[src/accr_pkg.sv]
// Constants for the channel 3 phase and channel 4 setup register slice.
// Assumes the control port that owns these registers sits outside.
package accr_pkg;

  // ------------------------------------------------------------------
  // Register placement
  // ------------------------------------------------------------------
  localparam logic [7:0] PAGE_CFG = 8'h00;
  localparam logic [7:0] ADDR_CH3_PHASE = 8'h4A;
  localparam logic [7:0] ADDR_CH4_SETUP = 8'h4B;
  localparam logic [7:0] ADDR_CODE_A = 8'h4C;

  // ------------------------------------------------------------------
  // Reset values
  // ------------------------------------------------------------------
  localparam logic [7:0] RST_CH3_PHASE = 8'h00;
  localparam logic [7:0] RST_CH4_SETUP = 8'h10;
  localparam logic [7:0] RST_CODE_A = 8'h00;

  // ------------------------------------------------------------------
  // Field positions
  // ------------------------------------------------------------------
  localparam int KIND_BIT = 7;
  localparam int SRC_LSB = 5;
  localparam int COUPLE_BIT = 4;
  localparam int SWING_BIT = 3;
  localparam int TRADE_LSB = 1;
  localparam int AGC_BIT = 0;
  localparam int GAIN_LSB = 2;
  localparam int GAIN_SPARE_BIT = 1;

  // ------------------------------------------------------------------
  // Field codes and limits
  // ------------------------------------------------------------------
  localparam logic [1:0] SRC_DIFF = 2'h0;
  localparam logic [1:0] SRC_SINGLE = 2'h1;
  localparam logic [1:0] TRADE_SNR = 2'h0;
  localparam logic [1:0] TRADE_CMRR = 2'h2;
  localparam logic [5:0] GAIN_MAX_DB = 6'h2A;
  localparam int PHASE_DEPTH = 256;

endpackage : accr_pkg

[src/accr_config_regs.sv]
// Channel 3 phase delay and channel 4 input setup and gain registers.
// Assumes a control port on core_clk presenting page, address and strobes.
//
// Contract
// Channel 3 samples are delayed by the phase code in modulator ticks.
// Setup bit 7 picks microphone input at zero, line input at one.
// Setup bits 6-5: differential 0, single-ended 1, others reserved.
// Setup bit 4: AC coupling at zero, DC at one; resets to DC.
// Setup bit 3: low swing at zero, high swing at one.
// Software sets gain and volume for the peak level in high swing.
// Setup bits 2-1: high SNR 0, high CMRR 2, others reserved.
// Setup bit 0 enables auto gain, steered by the auto gain setup bit.
// Software enables auto gain only with AC-coupled input.
// Gain bits 7-2 give n dB for code n up to 42; above reserved.
// Setup sits at page 0 address 4B, gain at address 4C.
// Software never writes reserved codes into the coded fields.

`timescale 1ns/10ps
`default_nettype none

module accr_config_regs #(
  parameter int SAMPLE_W = 4
) (
  // Clock and reset.
  input wire logic core_clk,
  input wire logic srst,
  // Register port.
  input wire logic [7:0] reg_page,
  input wire logic [7:0] reg_addr,
  input wire logic reg_wr,
  input wire logic [7:0] reg_wdata,
  input wire logic reg_rd,
  output logic [7:0] reg_rdata,
  output logic reg_rvalid,
  // Channel 3 modulator stream.
  input wire logic mod_tick,
  input wire logic [SAMPLE_W-1:0] ch3_sample_in,
  output logic [SAMPLE_W-1:0] ch3_sample_out,
  output logic ch3_sample_valid,
  output logic [7:0] ch3_phase_delay_code,
  // Channel 4 front end settings.
  output logic ch4_input_kind,
  output logic [1:0] ch4_input_source,
  output logic ch4_coupling_select,
  output logic ch4_swing_range,
  output logic [1:0] ch4_frontend_tradeoff,
  output logic ch4_auto_gain_enable,
  output logic [5:0] code_a,
  // Auto gain steering.
  input wire logic auto_gain_setup_mode,
  output logic ch4_auto_gain_active,
  // Reserved code flags.
  output logic ch4_source_reserved,
  output logic ch4_tradeoff_reserved,
  output logic code_a_reserved
);

  // ------------------------------------------------------------------
  // Register storage
  // ------------------------------------------------------------------
  logic [7:0] ch3_phase_delay;
  logic [7:0] ch4_input_setup;
  logic [7:0] code_a_select;

  // ------------------------------------------------------------------
  // Address decode
  // ------------------------------------------------------------------

  // Only page 0 hits; any other page leaves the registers untouched.
  wire logic page_hit;
  wire logic sel_phase;
  wire logic sel_setup;
  wire logic sel_gain;
  wire logic wr_phase;
  wire logic wr_setup;
  wire logic wr_gain;
  assign page_hit = (reg_page == accr_pkg::PAGE_CFG);
  assign sel_phase = page_hit && (reg_addr == accr_pkg::ADDR_CH3_PHASE);
  assign sel_setup = page_hit && (reg_addr == accr_pkg::ADDR_CH4_SETUP);
  assign sel_gain = page_hit && (reg_addr == accr_pkg::ADDR_CODE_A);
  assign wr_phase = reg_wr && sel_phase;
  assign wr_setup = reg_wr && sel_setup;
  assign wr_gain = reg_wr && sel_gain;

  // Bit 0 of the gain register is read-only zero, so it is never stored.
  wire logic [7:0] gain_wmask;
  assign gain_wmask = {reg_wdata[7:1], 1'b0};

  // Register writes take effect at the edge that sees the strobe.
  always_ff @(posedge core_clk) begin
    if (srst) begin
      ch3_phase_delay <= accr_pkg::RST_CH3_PHASE;
      ch4_input_setup <= accr_pkg::RST_CH4_SETUP;
      code_a_select <= accr_pkg::RST_CODE_A;
    end else begin
      if (wr_phase) begin
        ch3_phase_delay <= reg_wdata;
      end
      if (wr_setup) begin
        ch4_input_setup <= reg_wdata;
      end
      if (wr_gain) begin
        code_a_select <= gain_wmask;
      end
    end
  end

  // ------------------------------------------------------------------
  // Read path
  // ------------------------------------------------------------------

  // Unmapped addresses and other pages read as zero, with no side effect.
  wire logic [7:0] next_rdata;
  assign next_rdata = sel_phase ? ch3_phase_delay :
                      sel_setup ? ch4_input_setup :
                      sel_gain ? code_a_select : 8'h00;

  // Read data is held from a flip-flop until the next read.
  always_ff @(posedge core_clk) begin
    if (srst) begin
      reg_rdata <= 8'h00;
      reg_rvalid <= 1'b0;
    end else begin
      reg_rvalid <= reg_rd;
      if (reg_rd) begin
        reg_rdata <= next_rdata;
      end
    end
  end

  // ------------------------------------------------------------------
  // Channel 4 field decode
  // ------------------------------------------------------------------

  // The analog front end takes these straight from the stored register.
  assign ch4_input_kind = ch4_input_setup[accr_pkg::KIND_BIT];
  assign ch4_input_source =
    ch4_input_setup[accr_pkg::SRC_LSB +: 2];
  assign ch4_coupling_select =
    ch4_input_setup[accr_pkg::COUPLE_BIT];
  assign ch4_swing_range = ch4_input_setup[accr_pkg::SWING_BIT];
  assign ch4_frontend_tradeoff =
    ch4_input_setup[accr_pkg::TRADE_LSB +: 2];
  assign ch4_auto_gain_enable = ch4_input_setup[accr_pkg::AGC_BIT];
  assign code_a = code_a_select[accr_pkg::GAIN_LSB +: 6];
  assign ch3_phase_delay_code = ch3_phase_delay;

  // Auto gain runs only while enabled; its mode comes from the setup bit.
  // Coupling is not checked here: keeping it AC is software's duty.
  assign ch4_auto_gain_active =
    ch4_auto_gain_enable && auto_gain_setup_mode;

  // Reserved codes are flagged rather than remapped, since their effect
  // on the front end is left undefined.
  assign ch4_source_reserved =
    (ch4_input_source != accr_pkg::SRC_DIFF) &&
    (ch4_input_source != accr_pkg::SRC_SINGLE);
  assign ch4_tradeoff_reserved =
    (ch4_frontend_tradeoff != accr_pkg::TRADE_SNR) &&
    (ch4_frontend_tradeoff != accr_pkg::TRADE_CMRR);
  assign code_a_reserved = (code_a > accr_pkg::GAIN_MAX_DB);

  // ------------------------------------------------------------------
  // Channel 3 phase delay line
  // ------------------------------------------------------------------

  // A ring of 256 samples lets any code reach back up to 255 ticks.
  // The ring is not cleared at reset, so after a reset or a code change
  // the first samples out may be stale until the ring has refilled.
  logic [SAMPLE_W-1:0] delay_ring [accr_pkg::PHASE_DEPTH];
  logic [7:0] wr_ptr;
  wire logic [7:0] rd_ptr;
  wire logic [SAMPLE_W-1:0] next_sample;
  assign rd_ptr = wr_ptr - ch3_phase_delay;
  assign next_sample = (ch3_phase_delay == 8'h00) ?
                       ch3_sample_in : delay_ring[rd_ptr];

  // The ring itself has no reset, which keeps it a plain memory.
  always_ff @(posedge core_clk) begin
    if (mod_tick) begin
      delay_ring[wr_ptr] <= ch3_sample_in;
    end
  end

  // One sample moves in and one moves out on each modulator tick.
  always_ff @(posedge core_clk) begin
    if (srst) begin
      wr_ptr <= 8'h00;
      ch3_sample_out <= '0;
      ch3_sample_valid <= 1'b0;
    end else begin
      ch3_sample_valid <= mod_tick;
      if (mod_tick) begin
        wr_ptr <= wr_ptr + 8'h01;
        ch3_sample_out <= next_sample;
      end
    end
  end

  // ------------------------------------------------------------------
  // Assertions
  // ------------------------------------------------------------------

  // Input of the last tick, and whether that tick ran at code one with no
  // phase write since. Ticks need not come back to back for the check.
  logic [SAMPLE_W-1:0] chk_prev_in;
  logic chk_code_one;
  always_ff @(posedge core_clk) begin
    if (srst) begin
      chk_prev_in <= '0;
      chk_code_one <= 1'b0;
    end else begin
      if (mod_tick) begin
        chk_prev_in <= ch3_sample_in;
      end
      if (wr_phase) begin
        chk_code_one <= 1'b0;
      end else if (mod_tick) begin
        chk_code_one <= (ch3_phase_delay == 8'h01);
      end
    end
  end
endmodule : accr_config_regs

`default_nettype wire

[config.mk]
export PLATFORM = sky130hd
export DESIGN_NAME = accr_config_regs
export DESIGN_NICKNAME = d
export VERILOG_FILES = /design/src/accr_pkg.sv /design/src/accr_config_regs.sv
export SDC_FILE = /design/constraint.sdc
export NUM_CORES = 1
export LEC_CHECK = 0
export BUFFER_PORTS_ARGS = -buffer_cell sky130_fd_sc_hd__buf_2
export CORE_UTILIZATION = 45
export DETAILED_ROUTE_END_ITERATION = 12
export GPL_ROUTABILITY_DRIVEN = 0
export PLACE_DENSITY = 0.57
export RECOVER_POWER = 100
export SLEW_MARGIN = 30
export SYNTH_ARGS = -nofsm -noshare
export SYNTH_HDL_FRONTEND = slang
export SYNTH_SLANG_ARGS = --single-unit
[constraint.sdc]
create_clock -name core_clk -period 5.2 [get_ports core_clk]
set_clock_uncertainty 0.15 [all_clocks]
set_input_delay 1.3 -clock core_clk [delete_from_list [all_inputs] [get_ports core_clk]]
set_output_delay 1.3 -clock core_clk [all_outputs]
set_load 0.02 [all_outputs]
Word-level counts from Yosys, hierarchy flattened
Memories as Yosys holds them, arrays and structs flattened. A register that Yosys moved wholly into a read port is not among the register bits.
Index checks and enable logic that the tools add are counted.
{"block": "totals", "output_inout_bits": 40, "mem_count": 1, "elab_cells": 33, "input_bits": 34, "ram_bits": 1024, "reg_bits": 41}
{"block": "op_classes", "add_sub_neg": 2, "n_eq_ne": 5, "muxes": 5, "order_cmp": 1, "reduce_logical": 12}
{"memory": "delay_ring", "depth": 256, "width": 4, "read_ports": 1, "rd_ports_with_merged_regs": 1, "wr": 1, "line": "accr_config_regs.sv:170", "source": "logic [SAMPLE_W-1:0] delay_ring [accr_pkg::PHASE_DEPTH];"}
{"cell": "8-bit by 7-bit == test with 1-bit output, second input constant", "count": 3}
{"cell": "8-bit two-way mux", "count": 3}
{"cell": "1-bit logical AND", "count": 9}
{"cell": "8-bit by 1-bit adder with 8-bit output, second input constant", "count": 1}
{"cell": "8-bit zero test", "count": 1}
{"cell": "8-bit subtractor", "count": 1}
{"cell": "6-bit greater-than comparator, second input constant", "count": 1}
{"cell": "2-bit nonzero test", "count": 2}
{"cell": "1-bit two-way mux", "count": 2}
{"cell": "2-bit by 1-bit != test with 1-bit output, second input constant", "count": 1}
{"cell": "2-bit != test, second input constant", "count": 1}

Depth between registers and ports, before layout
{"block": "logic_depth", "word_depth": 5, "ltp_mapped": 15, "mapped_depth_nobuf": 12}

Worst setup path before layout
OpenSTA, ideal clock, no wires.
{"block": "synth_timing", "path_kind": "flip-flop to flip-flop", "start": "reg wr_ptr[0]", "end": "reg ch3_sample_out[0], read port of delay_ring", "setup_time_ps": 116, "t_arrival_ps": 3241, "stages_incl_launch_ff": 14, "period_less_slack_ps": 3507, "n_path_buf": 3, "t_required_ps": 4934, "setup_slack_ps": 1693, "cell_sequence": "dfxtp_1 inv_1 ha_1 fa_1 clkbuf_2 buf_2 buf_1 mux4_2 mux4_2 nand2_1 nand2_1 a21oi_1 o221ai_2 a41o_1"}
{"block": "synth_via", "elab_chain_len": 1}
{"item": "start: declaration", "line": "accr_config_regs.sv:171", "source": "logic [7:0] wr_ptr;"}
{"item": "start signal: assignment", "line": "accr_config_regs.sv:194", "source": "wr_ptr <= wr_ptr + 8'h01;"}
{"item": "8-bit subtractor", "line": "accr_config_regs.sv:174", "source": "assign rd_ptr = wr_ptr - ch3_phase_delay;"}
{"item": "end: declaration", "line": "accr_config_regs.sv:38", "source": "output logic [SAMPLE_W-1:0] ch3_sample_out,"}
No other way between the ends.
A chain may end at the register's enable or synchronous reset.

Worst setup path in the final report
{"block": "layout_timing", "start": "reg wr_ptr[0]", "end": "reg ch3_sample_out[1], read port of delay_ring"}
Same word-level chain as after synthesis.

==> results.sh <==
export IMPL_antenna_cells=0
export IMPL_synthDominantCellAreaShare_pct=71.06
export IMPL_synth_simple_gate_area_share_pct=5.505
export IMPL_initial_util_pct=45.48
export IMPL_yosys_mux_area_fraction_pct=15.82
export IMPL_dieHeight_um=312.1
export IMPL_wire_length_of_the_first_global_routing_pass_um=156700
export IMPL_max_vdd_ir_drop_uv=252.2
export IMPL_firstDrtPassIters=5
export IMPL_worst_setup_path_category="flip-flop to flip-flop"
export IMPL_drt_total_wl_um=104100
export IMPL_num_rows=113
export IMPL_tightestPinTransition_ns=3.505
export IMPL_dr_total_vias=22040
export IMPL_critPathRequiredTime_ns=5.51
export IMPL_drt_first_iter_violations=2359
export IMPL_worst_hold_path_num_cells=2
export IMPL_setup_total_negative_slack_ns=0
export IMPL_crit_path_cell_trace="inv_1 -> ha_1 -> fa_4 -> buf_12 -> clkbuf_2 -> mux4_2 -> mux4_2 -> mux2i_1 -> nand3_1 -> o21ai_1 -> o32ai_1"
export IMPL_final_max_slew_violation_count=726
export IMPL_clock_tree_buffer_depth=3
export IMPL_synth_async_reset_ratio_pct=0
export IMPL_critical_path_reg2reg_startpoint="wr_ptr[0]"
export IMPL_synth_top_family_by_area="multiplexers"
export IMPL_synth_xor_xnor_area_share_pct=0.5147
export IMPL_min_delay_start="reg_rdata[2]"
export IMPL_postSynthAreaPerCell_um2=18.79
export IMPL_worst_ep_arrival_time_ns=5.04
export IMPL_cts_made_buffers=109
export IMPL_totalPowerFinal_mw=18.24
export IMPL_port_buffers=73
export IMPL_grt_setup_unrepaired="false"
export IMPL_cts_hold_fix_buffers=0
export IMPL_first_global_vias=23060
export IMPL_drv_max_cap_violation_count=20
export IMPL_ratio_of_cells_with_drive_above_1_in_the_final_layout_pct=20.57
export IMPL_route_detailed_drc=0
export IMPL_hold_path_class="flip-flop to flip-flop"
export IMPL_area_growth_synth_to_final_pct=11.70
export IMPL_synth_common_cells="1,024 x sky130_fd_sc_hd__edfxtp_1, 310 x sky130_fd_sc_hd__nor2_1, 278 x sky130_fd_sc_hd__mux4_2"
export IMPL_design_core_area_um2=95150
export IMPL_timing_hold_violations_final=0
export IMPL_num_io_pins=74
export IMPL_worst_path_max_fanout=49
export IMPL_dp_cells=3536
export IMPL_chipWidth_um=312.1
export IMPL_timing_rr_end="ch3_sample_out[1]"
export IMPL_synth_seq_cells=1069
export IMPL_complex_gate_fraction_of_the_synthesized_area_pct=2.420
export IMPL_yosys_most_used_dff="sky130_fd_sc_hd__edfxtp_1"
export IMPL_final_net_count=2429
export IMPL_cts_htree_levels=3
export IMPL_antenna_found_initial=1
export IMPL_final_period_minus_worst_setup_slack_ns=4.730
export IMPL_holdPathEnd="reg_rdata[2]"
export IMPL_critical_path_max_stage_delay_ns=0.98
export IMPL_detailed_place_area_um2=45070
export IMPL_crit_slowest_cell="sky130_fd_sc_hd__fa_4"
export IMPL_netlist_instances=2303
export IMPL_netlist_top_cells_area="sky130_fd_sc_hd__edfxtp_1 71%, sky130_fd_sc_hd__mux4_2 14%, sky130_fd_sc_hd__nor2_1 2.7%"
export IMPL_timing_final_crit_share_pct=90.96
export IMPL_yosys_area_top_type="sky130_fd_sc_hd__edfxtp_1"
export IMPL_final_cell_area_um2=48330
export IMPL_synth_adder_area_share_pct=0.3932
export IMPL_cts_root_buffer_cell="sky130_fd_sc_hd__clkbuf_16"
export IMPL_fillers=7630
export IMPL_dominant_cell_by_count_in_the_synthesized_netlist="sky130_fd_sc_hd__edfxtp_1"
export IMPL_synth_net_count=2350
export IMPL_avgRoutedWirePerCell_um=27.85
export IMPL_number_of_cells_on_the_worst_reg_to_reg_path=11
export IMPL_synth_yosys_seq_area_share_pct=73.14
export IMPL_ant_nets=0
export IMPL_power_per_cell_area_nw_per_um2=377.4
export IMPL_clk_pin_slew_ns=0.06
export IMPL_critPathMostFrequentCell="sky130_fd_sc_hd__mux4_2"
export IMPL_cts_resized=0
export IMPL_netlist_cell_types=65
export IMPL_synth_warn=0
export IMPL_dieArea_um2=97400
export IMPL_cts_tree="yes"
export IMPL_synth_enable_flop_cells=1024
export IMPL_failing_checks="capacitance limit, slew limit"
export IMPL_relSlewSlack_pct=-133.7
export IMPL_routed_via_density=5.894
export IMPL_finalNonFillerCells=3739
export IMPL_crit_path_end_kind="flip-flop"
export IMPL_synthesis_area_um2=43270
export IMPL_grt_overflow_total=0
export IMPL_regToRegSetupSlack_ns=0.47
export IMPL_clk_insertion_delay_late_ns=0.70
export IMPL_post_cts_setup_buffers=0
export IMPL_max_clock_freq_mhz=211.4
export IMPL_groute_usage_overall_pct=21.72
export IMPL_power_leakage_nw=14.95
export IMPL_grt_start_max_net_pins=124
export IMPL_detailedPlacementHpwl_um=65030
export IMPL_outcome="finished with violations"
export IMPL_cp_startpoint_kind="flip-flop"
export IMPL_clock_sink_count=1069
export IMPL_setup_viol_count_final=0
[per-stage QoR]
step / utilization (%) / hold WS (ns) / worst slack [ns]
after floorplan: - / 0.3111 / 1.693
after global placement: 47.37 / 0.3230 / 0.7771
after detailed placement: 47.37 / 0.3340 / 0.7520
after CTS: 50.98 / 0.3419 / 0.7202
after global routing: 50.79 / 0.3615 / 0.3067
final: 50.79 / 0.3431 / 0.4703
[layer usage]
layer,GRT usage [%],wire length (um)
met5,0,0
met4,5.816,2012
met3,3.212,6779
met2,35.23,50770
met1,30.95,44560
[worst max-delay path, delay by kind of cell, from the launching register on]
family / cells / cell delay [ns]
AOI/OAI and AO/OA: 2 / 0.24
adders and majority gates: 2 / 1.21
buffers and inverters: 3 / 1.02
DFF: 1 / 0.47
muxes: 3 / 1.22
and+or+nand+nor: 1 / 0.14
[registers in the layout (all words and copies together), names as in the netlist]
name	cells
reg_rvalid	1
ch3_phase_delay_code	8
ch4_input_setup	8
wr_ptr	8
ch3_sample_valid	1
delay_ring	1024
reg_rdata	8
code_a_select	7
ch3_sample_out	4
[worst max path at each step]
stage	from	to	slack, ns	cells past startpoint
finish	wr_ptr[0]	ch3_sample_out[1]	0.47	11
global route	wr_ptr[0]	ch3_sample_out[1]	0.31	11
CTS	wr_ptr[0]	ch3_sample_out[1]	0.72	11
detailed placement	wr_ptr[0]	ch3_sample_out[1]	0.75	11
global placement	wr_ptr[0]	ch3_sample_out[1]	0.78	10
floorplan	wr_ptr[0]	ch3_sample_out[0]	1.69	13
[cells by family (layout without fill, tap and decap cells)]
kind of cell	count (synthesis)	in the layout
buffers and inverters	173	344
multiplexers	320	320
XOR/XNOR	22	22
AND/OR/NAND/NOR	566	566
flip-flops	1069	1069
AO/OA/AOI/OAI	140	140
adder cells (fa/ha/maj)	13	13
[layout make-up]
type                    instances  area [um2]  share of cell area [%]
repair buffers                131       877.1                   1.815
flip-flops and latches       1069       31650                   65.48
clock buffers                 143        2927                   6.055
well taps                    1265        1583                   3.275
clock inverters                60       509.2                   1.054
inverters                      10       37.54                 0.07766
multi-input cells            1061       10750                   22.24
[layout by cell type, fill, tap and decap left out, drive strengths merged, types with 3 or more instances in the layout]
cell type  instances
ha                12
nand2            143
dfxtp             45
nand3             25
mux2i             32
mux4             288
bufinv             5
xnor2              8
a31oi              6
clkbuf           207
a21oi             22
nor2             310
o32ai              3
buf               65
or3                5
clkinvlp           5
nor3              12
inv               16
a211oi            36
nor2b             17
o21ai             15
xor2              13
a311oi            19
o21a               3
a311o             10
edfxtp          1024
a222oi             7
and2              34
clkinv            44
nand4              7
[power by group]
group	leakage, nW	switching (mW)	internal, mW
Combinational	3.72	0.729	0.515
Clock	1.66	3.30	4.23
Sequential	9.57	0.0115	9.45
Total	15.0	4.04	14.2
Power figures use the tool's default switching activity.
